## config.mk

```make
export PLATFORM = sky130hd
export DESIGN_NAME = ppcb_bank
export DESIGN_NICKNAME = d
export VERILOG_FILES = /design/src/hw/ppcb_pin_ctrl.v /design/src/hw/ppcb_bank.v
export VERILOG_INCLUDE_DIRS = /design/src /design/src/hw
export SDC_FILE = /design/constraint.sdc
export NUM_CORES = 1
export LEC_CHECK = 0
export BUFFER_PORTS_ARGS = -buffer_cell sky130_fd_sc_hd__buf_2
export CAP_MARGIN = 40
export CORE_MARGIN = 8
export CORE_UTILIZATION = 45
export CTS_CLUSTER_SIZE = 16
export DETAILED_ROUTE_END_ITERATION = 10
export PLACE_DENSITY = 0.68
export SYNTH_ARGS = -nofsm -noshare
export SYNTH_HDL_FRONTEND = slang
export SYNTH_SLANG_ARGS = --single-unit
```

## constraint.sdc

```tcl
create_clock -name i_clock -period 8.6 [get_ports i_clock]
set_clock_uncertainty 0.1 [all_clocks]
set_input_delay 1.29 -clock i_clock [delete_from_list [all_inputs] [get_ports i_clock]]
set_output_delay 1.29 -clock i_clock [all_outputs]
set_load 0.03 [all_outputs]
```

## src/hw/ppcb_regs.vh

```
// register map and reset values for the port pin configuration bank
`ifndef PPCB_REGS_VH
`define PPCB_REGS_VH
`define PPCB_PAGE_ALL 4'hf
`define PPCB_PAGE_CFG 4'h0
`define PPCB_PAGE_DRV 4'hf
`define PPCB_ADDR_P2_LATCH 8'ha0
`define PPCB_ADDR_P1_OTYPE 8'ha5
`define PPCB_ADDR_P1_DRIVE 8'ha5
`define PPCB_ADDR_P2_OTYPE 8'ha6
`define PPCB_ADDR_P2_DRIVE 8'ha6
`define PPCB_ADDR_P1_BYPASS 8'hd5
`define PPCB_ADDR_P2_BYPASS 8'hd6
`define PPCB_ADDR_P1_ADSEL 8'hf2
`define PPCB_ADDR_P2_ADSEL 8'hf3
`define PPCB_RST_LATCH 8'hff
`define PPCB_RST_ADSEL 8'hff
`define PPCB_RST_OTYPE 8'h00
`define PPCB_RST_BYPASS 8'h00
`define PPCB_RST_DRIVE 8'h00
`define PPCB_BIT_BASE_P2 8'ha0
`endif

```

## src/hw/ppcb_pin_ctrl.v

```verilog
// per-port pin driver control derived from configuration bits
`timescale 1ns/10ps
`default_nettype none
module ppcb_pin_ctrl #(
  parameter WIDTH = 8
) (
  input wire i_clock,
  input wire i_rst,
  input wire [WIDTH-1:0] i_latch,
  input wire [WIDTH-1:0] i_adsel,
  input wire [WIDTH-1:0] i_otype,
  input wire [WIDTH-1:0] i_present,
  input wire [WIDTH-1:0] i_pin,
  output reg [WIDTH-1:0] o_out,
  output reg [WIDTH-1:0] o_oe,
  output reg [WIDTH-1:0] o_pullup_en,
  output reg [WIDTH-1:0] o_rx_en,
  output wire [WIDTH-1:0] o_pin_sync
);
  reg [WIDTH-1:0] meta_r;
  reg [WIDTH-1:0] sync_r;
  // analog pins read low: receiver is off
  assign o_pin_sync = sync_r & i_adsel & i_present;
  ////////////////////////////////////////////////////////////
  always @(posedge i_clock or posedge i_rst) begin
    if (i_rst) begin
      meta_r <= {WIDTH{1'b0}};
      sync_r <= {WIDTH{1'b0}};
      o_out <= {WIDTH{1'b0}};
      o_oe <= {WIDTH{1'b0}};
      o_pullup_en <= {WIDTH{1'b0}};
      o_rx_en <= {WIDTH{1'b0}};
    end else begin
      meta_r <= i_pin;
      // nothing but the second stage may look at the first
      sync_r <= meta_r;
      // level only where the pin may drive; analog and absent pins stay quiet
      o_out <= i_latch & i_otype & i_adsel & i_present;
      // low always driven; high driven only push-pull; analog and absent never
      o_oe <= i_adsel & i_present & (~i_latch | i_otype);
      o_pullup_en <= i_adsel & i_present & ~i_otype & i_latch;
      o_rx_en <= i_adsel & i_present;
    end
  end
endmodule // ppcb_pin_ctrl
`default_nettype wire

```

## src/hw/ppcb_bank.v

```verilog
// port 1/2 configuration registers, port 2 latch and pin control
`timescale 1ns/10ps
`default_nettype none
`include "ppcb_regs.vh"
// Functional notes
// - analog input mode disables pullup, digital driver and digital receiver.
// - input-mode bit 0 is analog, 1 digital; resets to 1.
// - output-mode bit 0 is open-drain, 1 push-pull; resets to 0.
// - skip bit 1 makes crossbar pass over pin; resets to 0.
// - drive bit 0 selects low drive, 1 high drive; resets to 0.
// - writing port 2 latch loads output value for digital pins.
// - reading port 2 latch returns sampled pin levels.
// - latch 0 drives low; 1 drives high or floats; resets to 1.
// - port 2 latch reachable on every page and bit-addressable.
// - port 1 has eight pins large package, seven small.
// - port 2 has eight pins large package, only bit 7 small.
module ppcb_bank #(
  parameter SMALL_PKG = 0
) (
  input wire i_clock,
  input wire i_rst,
  input wire [3:0] i_sfr_page,
  input wire [7:0] i_sfr_addr,
  input wire i_sfr_wr,
  input wire i_sfr_rd,
  input wire [7:0] i_sfr_wdata,
  input wire i_bit_wr,
  input wire [7:0] i_bit_addr,
  input wire i_bit_val,
  input wire [7:0] i_p1_pin,
  input wire [7:0] i_p2_pin,
  output reg [7:0] o_sfr_rdata,
  output reg o_sfr_hit,
  output wire [7:0] o_p1_out,
  output wire [7:0] o_p1_oe,
  output wire [7:0] o_p1_pullup_en,
  output wire [7:0] o_p1_rx_en,
  output reg [7:0] o_p1_high_drive,
  output reg [7:0] o_p1_skip,
  output wire [7:0] o_p2_out,
  output wire [7:0] o_p2_oe,
  output wire [7:0] o_p2_pullup_en,
  output wire [7:0] o_p2_rx_en,
  output reg [7:0] o_p2_high_drive,
  output reg [7:0] o_p2_skip,
  input wire [7:0] i_p1_latch
);
  reg [7:0] p2_latch_r;
  reg [7:0] p1_adsel_r;
  reg [7:0] p2_adsel_r;
  reg [7:0] p1_otype_r;
  reg [7:0] p2_otype_r;
  reg [7:0] p1_drive_r;
  reg [7:0] p2_drive_r;
  reg [7:0] p1_bypass_r;
  reg [7:0] p2_bypass_r;
  reg [7:0] rdata_nxt;
  reg hit_nxt;
  wire [7:0] p1_sync;
  wire [7:0] p2_sync;
  wire pg_cfg;
  wire pg_drv;
  wire bit_hit;
  wire [7:0] p1_present;
  wire [7:0] p2_present;
  // per-register write strobes, decoded once
  wire we_p2_latch;
  wire we_p1_adsel;
  wire we_p2_adsel;
  wire we_p1_otype;
  wire we_p2_otype;
  wire we_p1_bypass;
  wire we_p2_bypass;
  wire we_p1_drive;
  wire we_p2_drive;
  wire [2:0] bit_sel;
  localparam [7:0] BIT_BASE = `PPCB_BIT_BASE_P2;
  // package option only narrows pins, registers stay full width
  assign p1_present = (SMALL_PKG != 0) ? 8'h7f : 8'hff;
  assign p2_present = (SMALL_PKG != 0) ? 8'h80 : 8'hff;
  assign pg_cfg = (i_sfr_page == `PPCB_PAGE_CFG);
  assign pg_drv = (i_sfr_page == `PPCB_PAGE_DRV);
  // latch bits sit at bit addresses a0..a7, any page
  assign bit_hit = i_bit_wr && (i_bit_addr[7:3] == BIT_BASE[7:3]);
  assign bit_sel = i_bit_addr[2:0];
  ////////////////////////////////////////////////////////////
  // configuration sits on page 0, drive strength on page f
  // drive and output type share offsets, so the page alone picks
  assign we_p2_latch = i_sfr_wr && (i_sfr_addr == `PPCB_ADDR_P2_LATCH);
  assign we_p1_adsel = i_sfr_wr && pg_cfg && (i_sfr_addr == `PPCB_ADDR_P1_ADSEL);
  assign we_p2_adsel = i_sfr_wr && pg_cfg && (i_sfr_addr == `PPCB_ADDR_P2_ADSEL);
  assign we_p1_otype = i_sfr_wr && pg_cfg && (i_sfr_addr == `PPCB_ADDR_P1_OTYPE);
  assign we_p2_otype = i_sfr_wr && pg_cfg && (i_sfr_addr == `PPCB_ADDR_P2_OTYPE);
  assign we_p1_bypass = i_sfr_wr && pg_cfg && (i_sfr_addr == `PPCB_ADDR_P1_BYPASS);
  assign we_p2_bypass = i_sfr_wr && pg_cfg && (i_sfr_addr == `PPCB_ADDR_P2_BYPASS);
  assign we_p1_drive = i_sfr_wr && pg_drv && (i_sfr_addr == `PPCB_ADDR_P1_DRIVE);
  assign we_p2_drive = i_sfr_wr && pg_drv && (i_sfr_addr == `PPCB_ADDR_P2_DRIVE);
  ////////////////////////////////////////////////////////////
  always @(posedge i_clock or posedge i_rst) begin
    if (i_rst) begin
      p2_latch_r <= `PPCB_RST_LATCH;
      p1_adsel_r <= `PPCB_RST_ADSEL;
      p2_adsel_r <= `PPCB_RST_ADSEL;
      p1_otype_r <= `PPCB_RST_OTYPE;
      p2_otype_r <= `PPCB_RST_OTYPE;
      p1_drive_r <= `PPCB_RST_DRIVE;
      p2_drive_r <= `PPCB_RST_DRIVE;
      p1_bypass_r <= `PPCB_RST_BYPASS;
      p2_bypass_r <= `PPCB_RST_BYPASS;
    end else begin
      // a byte write beats a bit write landing in the same cycle
      if (we_p2_latch) begin
        p2_latch_r <= i_sfr_wdata;
      end else if (bit_hit) begin
        p2_latch_r[bit_sel] <= i_bit_val;
      end
      if (we_p1_adsel) begin
        p1_adsel_r <= i_sfr_wdata;
      end
      if (we_p2_adsel) begin
        p2_adsel_r <= i_sfr_wdata;
      end
      if (we_p1_otype) begin
        p1_otype_r <= i_sfr_wdata;
      end
      if (we_p2_otype) begin
        p2_otype_r <= i_sfr_wdata;
      end
      if (we_p1_bypass) begin
        p1_bypass_r <= i_sfr_wdata;
      end
      if (we_p2_bypass) begin
        p2_bypass_r <= i_sfr_wdata;
      end
      // drive registers share offsets with output type on the other page
      if (we_p1_drive) begin
        p1_drive_r <= i_sfr_wdata;
      end
      if (we_p2_drive) begin
        p2_drive_r <= i_sfr_wdata;
      end
    end
  end
  ////////////////////////////////////////////////////////////
  always @* begin
    rdata_nxt = 8'h00;
    hit_nxt = 1'b1;
    // the latch address reads the synchronised pins, on any page
    if (i_sfr_addr == `PPCB_ADDR_P2_LATCH) begin
      rdata_nxt = p2_sync;
    end else if (pg_cfg) begin
      case (i_sfr_addr)
        `PPCB_ADDR_P1_ADSEL: rdata_nxt = p1_adsel_r;
        `PPCB_ADDR_P2_ADSEL: rdata_nxt = p2_adsel_r;
        `PPCB_ADDR_P1_OTYPE: rdata_nxt = p1_otype_r;
        `PPCB_ADDR_P2_OTYPE: rdata_nxt = p2_otype_r;
        `PPCB_ADDR_P1_BYPASS: rdata_nxt = p1_bypass_r;
        `PPCB_ADDR_P2_BYPASS: rdata_nxt = p2_bypass_r;
        default: hit_nxt = 1'b0;
      endcase
    end else if (pg_drv) begin
      case (i_sfr_addr)
        `PPCB_ADDR_P1_DRIVE: rdata_nxt = p1_drive_r;
        `PPCB_ADDR_P2_DRIVE: rdata_nxt = p2_drive_r;
        default: hit_nxt = 1'b0;
      endcase
    end else begin
      hit_nxt = 1'b0;
    end
  end
  ////////////////////////////////////////////////////////////
  // registered read port: data one cycle after the read strobe
  always @(posedge i_clock or posedge i_rst) begin
    if (i_rst) begin
      o_sfr_rdata <= 8'h00;
      o_sfr_hit <= 1'b0;
      o_p1_high_drive <= 8'h00;
      o_p2_high_drive <= 8'h00;
      o_p1_skip <= 8'h00;
      o_p2_skip <= 8'h00;
    end else begin
      o_sfr_rdata <= i_sfr_rd ? rdata_nxt : 8'h00;
      o_sfr_hit <= i_sfr_rd & hit_nxt;
      o_p1_high_drive <= p1_drive_r & p1_present;
      o_p2_high_drive <= p2_drive_r & p2_present;
      // absent pins reported skipped so the crossbar never lands on them
      o_p1_skip <= p1_bypass_r | ~p1_present;
      o_p2_skip <= p2_bypass_r | ~p2_present;
    end
  end
  ////////////////////////////////////////////////////////////
  ppcb_pin_ctrl #(.WIDTH(8)) u_p1 (
    .i_clock(i_clock),
    .i_rst(i_rst),
    .i_latch(i_p1_latch),
    .i_adsel(p1_adsel_r),
    .i_otype(p1_otype_r),
    .i_present(p1_present),
    .i_pin(i_p1_pin),
    .o_out(o_p1_out),
    .o_oe(o_p1_oe),
    .o_pullup_en(o_p1_pullup_en),
    .o_rx_en(o_p1_rx_en),
    .o_pin_sync(p1_sync)
  );
  ppcb_pin_ctrl #(.WIDTH(8)) u_p2 (
    .i_clock(i_clock),
    .i_rst(i_rst),
    .i_latch(p2_latch_r),
    .i_adsel(p2_adsel_r),
    .i_otype(p2_otype_r),
    .i_present(p2_present),
    .i_pin(i_p2_pin),
    .o_out(o_p2_out),
    .o_oe(o_p2_oe),
    .o_pullup_en(o_p2_pullup_en),
    .o_rx_en(o_p2_rx_en),
    .o_pin_sync(p2_sync)
  );
endmodule // ppcb_bank
`default_nettype wire

```

# [Word-level counts from Yosys, hierarchy flattened]
# Index checks and enable logic that the tools add are counted.
# W data, S select, Z words.
[word_totals] ff_bits=193 input_bits=58 wordCells=87
[classes] order_cmp=2 eq_ne=9 n_mux=16 n_bitwise=18 n_reduce_logical=17
[op_table] cell="$and A8 B8 Y8" count=11
[op_table] cell="$eq A8 B8 Y1 const B" count=7
[op_table] cell="$mux W8" count=6
[op_table] cell="$pmux W8 S6" count=1
[op_table] cell="$not A8 Y8" count=4
[op_table] cell="$or A8 B8 Y8" count=2
[op_table] cell="$pmux W8 S2" count=1
[op_table] cell="$logic_and A1 B1 Y1" count=13
[op_table] cell="$bwmux W8" count=1
[op_table] cell="$mux W1" count=6
[op_table] cell="$reduce_or A6 Y1" count=1
[op_table] cell="$eq A5 B5 Y1 const B" count=1
[op_table] cell="$eq A4 B4 Y1 const B" count=1
[op_table] cell="$logic_not A4 Y1" count=1
[op_table] cell="$lt A3 B4 Y1 const B" count=1
[op_table] cell="$demux W1 S3" count=1
[op_table] cell="$ge A3 B1 Y1 const B" count=1
[op_table] cell="$reduce_bool A2 Y1" count=1
[op_table] cell="$reduce_or A2 Y1" count=1
[op_table] cell="$and A1 B1 Y1" count=1

# [Depth between registers and ports, before layout]
# Gate-level depths: netlist of the first run.
[depth] word_depth=7 ltp_mapped=7 depth_no_buf=4

# [Cells and area by module]
# A second synthesis of the first run with hierarchy kept.
[unflattened] cells_unflattened=564 hier_area_um2=8042.7
[modules_own_cells] module="ppcb_bank" instances=1 cells_per_inst=362 area_each_um2=4952.2 seq_area_each_um2=2857.7
[modules_own_cells] module="ppcb_pin_ctrl" instances=2 cells_per_inst=101 area_each_um2=1545.2 seq_area_each_um2=1201.2

# [Worst setup path before layout of the first run]
# No wires, ideal clock.
[synth_timing] path_kind="input-to-reg" from="in i_sfr_page[0]" to="reg p2_bypass_r[0]" setup_ns=0.125 t_arrival_ns=2.808 t_required_ns=8.375 slack_ns=5.567 stages=4 cell_sequence="or4_4 > or4_4 > buf_6 > mux2_4"
[synth_via] elab_chain_len=3
[synth_lines] element="from (decl)" line_no="ppcb_bank.v:22" text="input wire [3:0] i_sfr_page,"
[synth_lines] element="$logic_not A4 Y1 (no line)"
[synth_lines] element="$logic_and A1 B1 Y1 (2 in series)" line_no="ppcb_bank.v:95" text="assign we_p2_bypass = i_sfr_wr && pg_cfg && (i_sfr_addr == `PPCB_ADDR_P2_BYPASS);"
[synth_lines] element="to (signal assigned)" line_no="ppcb_bank.v:109" text="p2_bypass_r <= `PPCB_RST_BYPASS;"
[synth_lines] element="to (signal assigned)" line_no="ppcb_bank.v:133" text="p2_bypass_r <= i_sfr_wdata;"
[synth_lines] element="to (decl)" line_no="ppcb_bank.v:56" text="reg [7:0] p2_bypass_r;"
# No other way between the ends.
# A chain may end at the register's enable or synchronous reset.

# [Worst setup path after layout of the first run]
[layout_timing] from="in i_sfr_addr[0]" to="reg p1_otype_r[0]"
[layout_via] elab_chain_len=2
[layout_lines] element="from (decl)" line_no="ppcb_bank.v:23" text="input wire [7:0] i_sfr_addr,"
[layout_lines] element="$eq A8 B8 Y1"
[layout_lines] element="$logic_and A1 B1 Y1" line_no="ppcb_bank.v:92" text="assign we_p1_otype = i_sfr_wr && pg_cfg && (i_sfr_addr == `PPCB_ADDR_P1_OTYPE);"
[layout_lines] element="to (signal assigned)" line_no="ppcb_bank.v:104" text="p1_otype_r <= `PPCB_RST_OTYPE;"
[layout_lines] element="to (signal assigned)" line_no="ppcb_bank.v:124" text="p1_otype_r <= i_sfr_wdata;"
[layout_lines] element="to (decl)" line_no="ppcb_bank.v:51" text="reg [7:0] p1_otype_r;"
# No other way between the ends.

==> results.py, run 1 <==
metrics = {
    "timing": {
        "rsz0062_at_grt": "no",
        "fin_hold_ws_ps": 249.7,
        "setup_viol_count_final": 0,
        "hold_viol_final": 0,
        "max_slew_margin": 0.3028,
        "slew_viol_final": 0,
        "max_freq_mhz": 285.8,
        "worstMarginPinSlew_ps": 1043,
        "period_needed_ps": 3499,
        "fin_setup_tns_ps": 0,
        "period_share": 0.4068,
    },
    "clocking": {
        "clock_latency_ps": 430,
        "hold_buffers": 0,
        "clock-sinks": 193,
        "post_cts_buffers": 0,
        "root_buffer": "clkbuf_16",
        "cts_tree": "built",
        "cts_made_buffers": 17,
        "post_cts_resized": 0,
        "clkTransAtPathRegs_ps": 70,
        "clockBufferDepth": 2,
        "cts_max_level": 4,
    },
    "hold_path": {
        "min-delay-start": "u_p2.meta_r[0]$_DFF_PP0_",
        "hold_depth": 0,
        "whs_endpoint": "u_p2.sync_r[0]$_DFF_PP0_",
        "worstHoldPathType": "flip-flop to flip-flop",
    },
    "logic_synthesis": {
        "synth.cell_area_um2": 7298,
        "synthAdderAreaFrac": 0,
        "synth_mux_area_frac": 0.1248,
        "synth_xor_area_frac": 0,
        "synth_enable_flop_cells": 0,
        "synth_top_family_by_area": "multiplexers",
        "yosys_warnings": 0,
        "synthSimpleGateAreaFrac": 0.09635,
        "seq_area_frac_synth": 0.6659,
        "synth_ff_type": "dfrtp_1",
        "synth_nets": 576,
        "async_flop_share": 1.000,
        "synth-seq-cells": 193,
        "synth_compound_area_frac": 0.08846,
        "syn_area_per_cell_um2": 14.09,
        "netlist_instances": 518,
        "synth_cell_types": 39,
    },
    "worst_setup_path": {
        "slowest_stage": "and4b_1",
        "r2r-start": "p2_adsel_r[0]$_DFFE_PP1P_",
        "worst_setup_path_end_kind": "flip-flop",
        "reg2reg_depth": 4,
        "critPathTopFamily": "simple AND/OR/NAND/NOR gates",
        "critPathBufInv": 1,
        "reg2reg_to": "o_sfr_rdata[0]$_DFF_PP0_",
        "required_ps": 8820,
        "critical_path_class": "input pin to flip-flop",
        "critPathArrivalTime_ps": 3720,
        "r2r_slack_ps": 7140,
        "path_max_fanout": 16,
        "max_stage_delay_ps": 580,
        "path_cells": "buf_2 -> nor2b_1 -> and4b_1 -> nand3_1 -> mux2_2",
        "cp-start-kind": "input pin",
    },
    "cells_and_area": {
        "antenna_cells": 0,
        "layout.nets": 734,
        "fin_area_um2": 8949,
        "syn_to_final_growth_pct": 22.61,
        "fill_cells": 1346,
        "drive_above_1_share": 0.4253,
        "multi_input_area_um2": 2281,
        "ff_latch_area_um2": 4860,
    },
    "routing": {
        "dr.pass1.iters": 4,
        "finalWirelength_um": 17660,
        "ant_nets": 0,
        "detail_route.drc_violations": 0,
        "first_iter_violations": 403,
        "drt-vias-per-instance": 5.310,
        "post_drt_wl_per_cell_um": 19.52,
        "vias": 4806,
    },
    "run_status": {
        "outcome": "completed",
    },
    "pwr": {
        "ir_worst_vdd_mv": 0.1319,
        "leakage_uw": 0.004731,
        "powerDensity_nw_per_um2": 201.1,
    },
    "die": {
        "dieArea_um2": 20550,
        "pin_count": 163,
        "fp-row-count": 46,
        "core-area_um2": 15890,
        "initial_utilization": 0.4594,
        "die_width_um": 143.4,
        "die_y_um": 143.4,
    },
    "global_routing": {
        "antenna_found_initial": 1,
        "grt_pass1_vias": 4969,
        "grt_max_degree": 112,
        "grt_pass1_wl_um": 27640,
        "gr-usage-all-layers": 0.1783,
        "overflow": 0,
    },
    "placed_design": {
        "place_area_um2": 8344,
        "gp_congestion": 0.8633,
        "hpwl_um": 12910,
        "portBuffers": 154,
    },
    "job": {
        "max-cap-violations": 0,
    },
}
worst max-delay path by stage:
stage,startpoint,endpoint,slack [ps],cells after the start
after floorplan,i_rst,o_p1_high_drive[0]$_DFF_PP0_,1990,1
after global placement,i_sfr_addr[0],p1_otype_r[0]$_DFFE_PP0P_,4250,5
after detailed placement,i_sfr_addr[0],p1_otype_r[0]$_DFFE_PP0P_,4690,5
after CTS,i_sfr_addr[0],p1_otype_r[0]$_DFFE_PP0P_,5130,5
after global routing,i_sfr_addr[0],p1_otype_r[3]$_DFFE_PP0P_,4910,5
final,i_sfr_addr[0],p1_otype_r[0]$_DFFE_PP0P_,5100,5
logic make-up after synthesis:
logic type | Yosys count
AND/OR/NAND/NOR | 117
buffers and inverters | 42
multiplexers | 80
flip-flops | 193
AO/OA/AOI/OAI | 86
per-layer routing:
layer	track usage	wire length [µm]
met1	0.2239	7447
met2	0.2885	8702
met3	0.05839	1316
met4	0.05313	183
met5	0	13
cell usage after synthesis, types with 6 or more instances:
master | instances | area [µm²]
a221oi_1 | 8 | 70.07
nor2_1 | 7 | 26.28
o31ai_1 | 8 | 60.06
nand2_1 | 35 | 131.4
dfrtp_1 | 169 | 4229
clkbuf_1 | 15 | 56.30
nor4_1 | 7 | 43.79
a211oi_1 | 8 | 60.06
inv_1 | 18 | 67.56
nand3_1 | 11 | 55.05
mux2_2 | 56 | 630.6
mux2_4 | 8 | 120.1
dfstp_2 | 24 | 630.6
a31oi_1 | 8 | 50.05
a22o_1 | 16 | 140.1
a21boi_0 | 17 | 127.6
o21ai_0 | 9 | 45.04
mux2i_1 | 16 | 160.2
a21o_1 | 10 | 75.07
nand4_1 | 6 | 37.54
and3_1 | 29 | 181.4
registers in the layout (all words and copies together), names as in the netlist, 8 cells and up:
name / flops
p1_drive_r: 8
u_p2.o_oe: 8
u_p2.o_out: 8
p2_adsel_r: 8
o_p1_high_drive: 8
u_p1.o_oe: 8
p2_latch_r: 8
o_p1_skip: 8
u_p2.sync_r: 8
p2_otype_r: 8
u_p1.o_rx_en: 8
o_p2_high_drive: 8
u_p1.o_pullup_en: 8
p2_drive_r: 8
p2_bypass_r: 8
u_p2.o_rx_en: 8
o_p2_skip: 8
u_p2.o_pullup_en: 8
u_p1.o_out: 8
u_p2.meta_r: 8
o_sfr_rdata: 8
p1_otype_r: 8
p1_bypass_r: 8
p1_adsel_r: 8
layout by cell type (no fill, tap or decap), drive strengths merged, types with 3 or more instances in the layout:
cell type | netlist | routed
clkbuf | 15 | 18
dfrtp | 169 | 169
clkinv | 0 | 5
nand3 | 11 | 11
nand2 | 35 | 35
and3 | 29 | 29
nor2 | 7 | 7
o21ai | 9 | 9
a21boi | 17 | 17
dfstp | 24 | 24
nand4bb | 3 | 3
buf | 9 | 163
mux2i | 16 | 16
o31ai | 8 | 8
nand2b | 3 | 3
a21o | 10 | 10
nand4 | 6 | 6
nor4 | 9 | 9
a22o | 16 | 16
inv | 18 | 25
a31oi | 8 | 8
a221oi | 8 | 8
a211oi | 8 | 8
and4b | 3 | 3
mux2 | 64 | 64
report_power, final:
part | internal [µW] | switching, µW | total [µW]
logic | 23.4 | 53.9 | 77.3
registers | 921 | 6.74 | 928
clock network | 439 | 355 | 794
total | 1380 | 415 | 1800
area by class of cell:
type                            instances  share of cell area
Multi-Input combinational cell        283              0.2549
Sequential cell                       193              0.5431
Inverter                               18            0.008389
Tap cell                              216             0.03020
Clock inverter                         14             0.01902
Timing Repair Buffer                  163             0.09648
Clock buffer                           18             0.04796
through the flow:
| step | cells | power, µW | utilization | setup slack [ps] |
|---|---|---|---|---|
| 6_report | 905 | 1799 | 0.5633 | 5101 |
| 5_1_grt | 905 | 1859 | 0.5633 | 4907 |
| 4_1_cts | 904 | 1815 | 0.5630 | 5132 |
| 3_5_place_dp | 872 | 1023 | 0.5253 | 4694 |
| 3_3_place_gp | 868 | 1017 | 0.5217 | 4254 |
| 2_1_floorplan | 518 | 984.1 | - | 1994 |
(Power assumes the default switching activity.)
==> run 2, diff against run 1 <==
--- a/config.mk
+++ b/config.mk
@@ -12,7 +12,7 @@
 export CORE_UTILIZATION = 45
 export CTS_CLUSTER_SIZE = 16
 export DETAILED_ROUTE_END_ITERATION = 10
-export PLACE_DENSITY = 0.68
+export PLACE_DENSITY = 0.71
 export SYNTH_ARGS = -nofsm -noshare
 export SYNTH_HDL_FRONTEND = slang
 export SYNTH_SLANG_ARGS = --single-unit
==> constraint.sdc (replaced) <==
create_clock -name i_clock -period 2.8 [get_ports i_clock]
set_clock_uncertainty 0.1 [all_clocks]
set_input_delay 0.42 -clock i_clock [delete_from_list [all_inputs] [get_ports i_clock]]
set_output_delay 0.42 -clock i_clock [all_outputs]
set_load 0.03 [all_outputs]
==> results.py, run 2 (synthesis gave the netlist of run 1 again) <==
metrics = {
    "run_status": {
        "outcome": "completed",
    },
    "routing": {
        "vias": 4806,
        "first_iter_violations": 337,
        "drt-vias-per-instance": 5.230,
        "post_drt_wl_per_cell_um": 19.76,
        "dr.pass1.iters": 4,
        "detail_route.drc_violations": 0,
        "finalWirelength_um": 18160,
        "ant_nets": 0,
    },
    "clocking": {
        "cts_max_level": 4,
        "cts_tree": "built",
        "cts_made_buffers": 17,
        "post_cts_resized": 0,
        "clockBufferDepth": 2,
        "post_cts_buffers": 0,
        "clock-sinks": 193,
        "clkTransAtPathRegs_ps": 70,
        "clock_latency_ps": 440,
        "root_buffer": "clkbuf_16",
    },
    "cells_and_area": {
        "layout.cells.most_common_list": "169 x dfrtp_1, 154 x buf_2, 56 x mux2_2",
        "layout.nets": 747,
        "drive_above_1_share": 0.4259,
        "syn_to_final_growth_pct": 23.28,
        "postLayoutCoreUtil": 0.5664,
        "layout_commonest_cell": "dfrtp_1",
    },
    "timing": {
        "max_freq_mhz": 494.6,
        "setup_viol_count_final": 0,
        "post-route-worst-setup-slack_ps": 778.3,
        "fin_setup_tns_ps": 0,
        "max_slew_margin": 0.5175,
        "worstMarginPinSlew_ps": 723.7,
        "rsz0062_at_grt": "no",
        "slew_viol_final": 0,
        "hold_viol_final": 0,
        "period_share": 0.7220,
        "fin_hold_ws_ps": 16.36,
        "period_needed_ps": 2022,
    },
    "global_routing": {
        "grt_pass1_vias": 5009,
        "overflow": 0,
        "grt_max_degree": 143,
        "gr-usage-all-layers": 0.1842,
        "grt_pass1_wl_um": 28240,
        "antenna_found_initial": 0,
    },
    "die": {
        "die_width_um": 143.4,
        "dieArea_um2": 20550,
        "fp-row-count": 46,
        "pin_count": 163,
        "core-area_um2": 15890,
        "initial_utilization": 0.4594,
        "die_y_um": 143.4,
    },
    "worst_setup_path": {
        "critPathBufInv": 1,
        "critPathTopFamily": "simple AND/OR/NAND/NOR gates",
        "max_stage_delay_ps": 430,
        "path_cells": "buf_2 -> nor2b_1 -> and4b_1 -> nand3_1 -> mux2_2",
        "path_max_fanout": 16,
        "cp-start-kind": "input pin",
        "critPathArrivalTime_ps": 2240,
        "critical_path_class": "input pin to flip-flop",
        "required_ps": 3020,
        "slowest_stage": "mux2_2",
        "worst_setup_path_end_kind": "flip-flop",
    },
    "placed_design": {
        "gp_congestion": 0.8335,
        "pre_cts_slack_ps": 336.6,
        "portBuffers": 154,
        "hpwl_um": 13230,
    },
    "pwr": {
        "ir_worst_vdd_mv": 0.3815,
        "cell_internal_pwr_uw": 4079,
        "switching_share": 0.2335,
        "power_switching_uw": 1243,
        "power_uw": 5322,
        "p_comb_frac": 0.046,
        "leakage_uw": 0.004752,
        "seqPwrFrac": 0.536,
        "powerDensity_nw_per_um2": 591.5,
        "p_clk_frac": 0.418,
    },
    "job": {
        "max-cap-violations": 0,
    },
    "hold_path": {
        "worstHoldPathType": "input pin to flip-flop",
    },
}
## run 2: cell type report
class | count | area [µm²]
multi-input combinational | 283 | 2281
clock inverter | 14 | 105.1
inverter | 18 | 71.32
sequential | 193 | 4860
antenna | 1 | 2.502
clock buffer | 18 | 439.2
tap | 216 | 270.3
fill | 1318 | 6888
timing repair buffer | 176 | 968.4
## run 2: per-stage QoR
stage          std cells  cell area, µm²
2_1_floorplan        518            7302
3_3_place_gp         878            8371
3_5_place_dp         878            8371
4_1_cts              918            8995
5_1_grt              918            8995
6_report             919            8997
## run 2: power by group through the flow
stage | Clock, µW | Sequential, µW | Combinational, µW
2_1_floorplan | 0 | 2910 | 117
3_3_place_gp | 0 | 2900 | 233
3_5_place_dp | 0 | 2900 | 243
4_1_cts | 2280 | 2850 | 251
5_1_grt | 2390 | 2850 | 275
6_report | 2220 | 2850 | 247
## run 2: layer usage
layer | vias to the layer above | GRT usage | part of all wire
met3 | 24 | 0.05873 | 0.073
met1 | 2404 | 0.2275 | 0.42
li1 | 2224 | - | -
met5 | - | 0 | 0
met2 | 154 | 0.3012 | 0.49
met4 | 0 | 0.06032 | 0.017
## run 2: worst paths after layout
kind	start	endpoint	slack [ps]	cells past startpoint
setup / recovery	i_sfr_addr[0]	p1_otype_r[3]$_DFFE_PP0P_	780	5
hold / removal	i_p2_pin[0]	u_p2.meta_r[0]$_DFF_PP0_	20	1
setup reg to reg	p2_adsel_r[3]$_DFFE_PP1P_	o_sfr_rdata[3]$_DFF_PP0_	1210	4
hold reg to reg	u_p2.meta_r[2]$_DFF_PP0_	u_p2.sync_r[2]$_DFF_PP0_	250	0
max in group asynchronous	i_rst	u_p1.o_pullup_en[7]$_DFF_PP0_	1380	4
min in group asynchronous	i_rst	o_p2_skip[3]$_DFF_PP0_	320	3
## run 2: what timing repair did
action	4_1_cts	5_1_grt
hold buffers	8	0
endpoints found under the setup margin	0	0
endpoints found under the hold margin	9	0
## run 2: worst register-to-register path: stages (launching register included)
cell and delay, ps:
dfstp_2 630, mux2i_1 110, o31ai_1 200, a221oi_1 90
a211oi_1 340
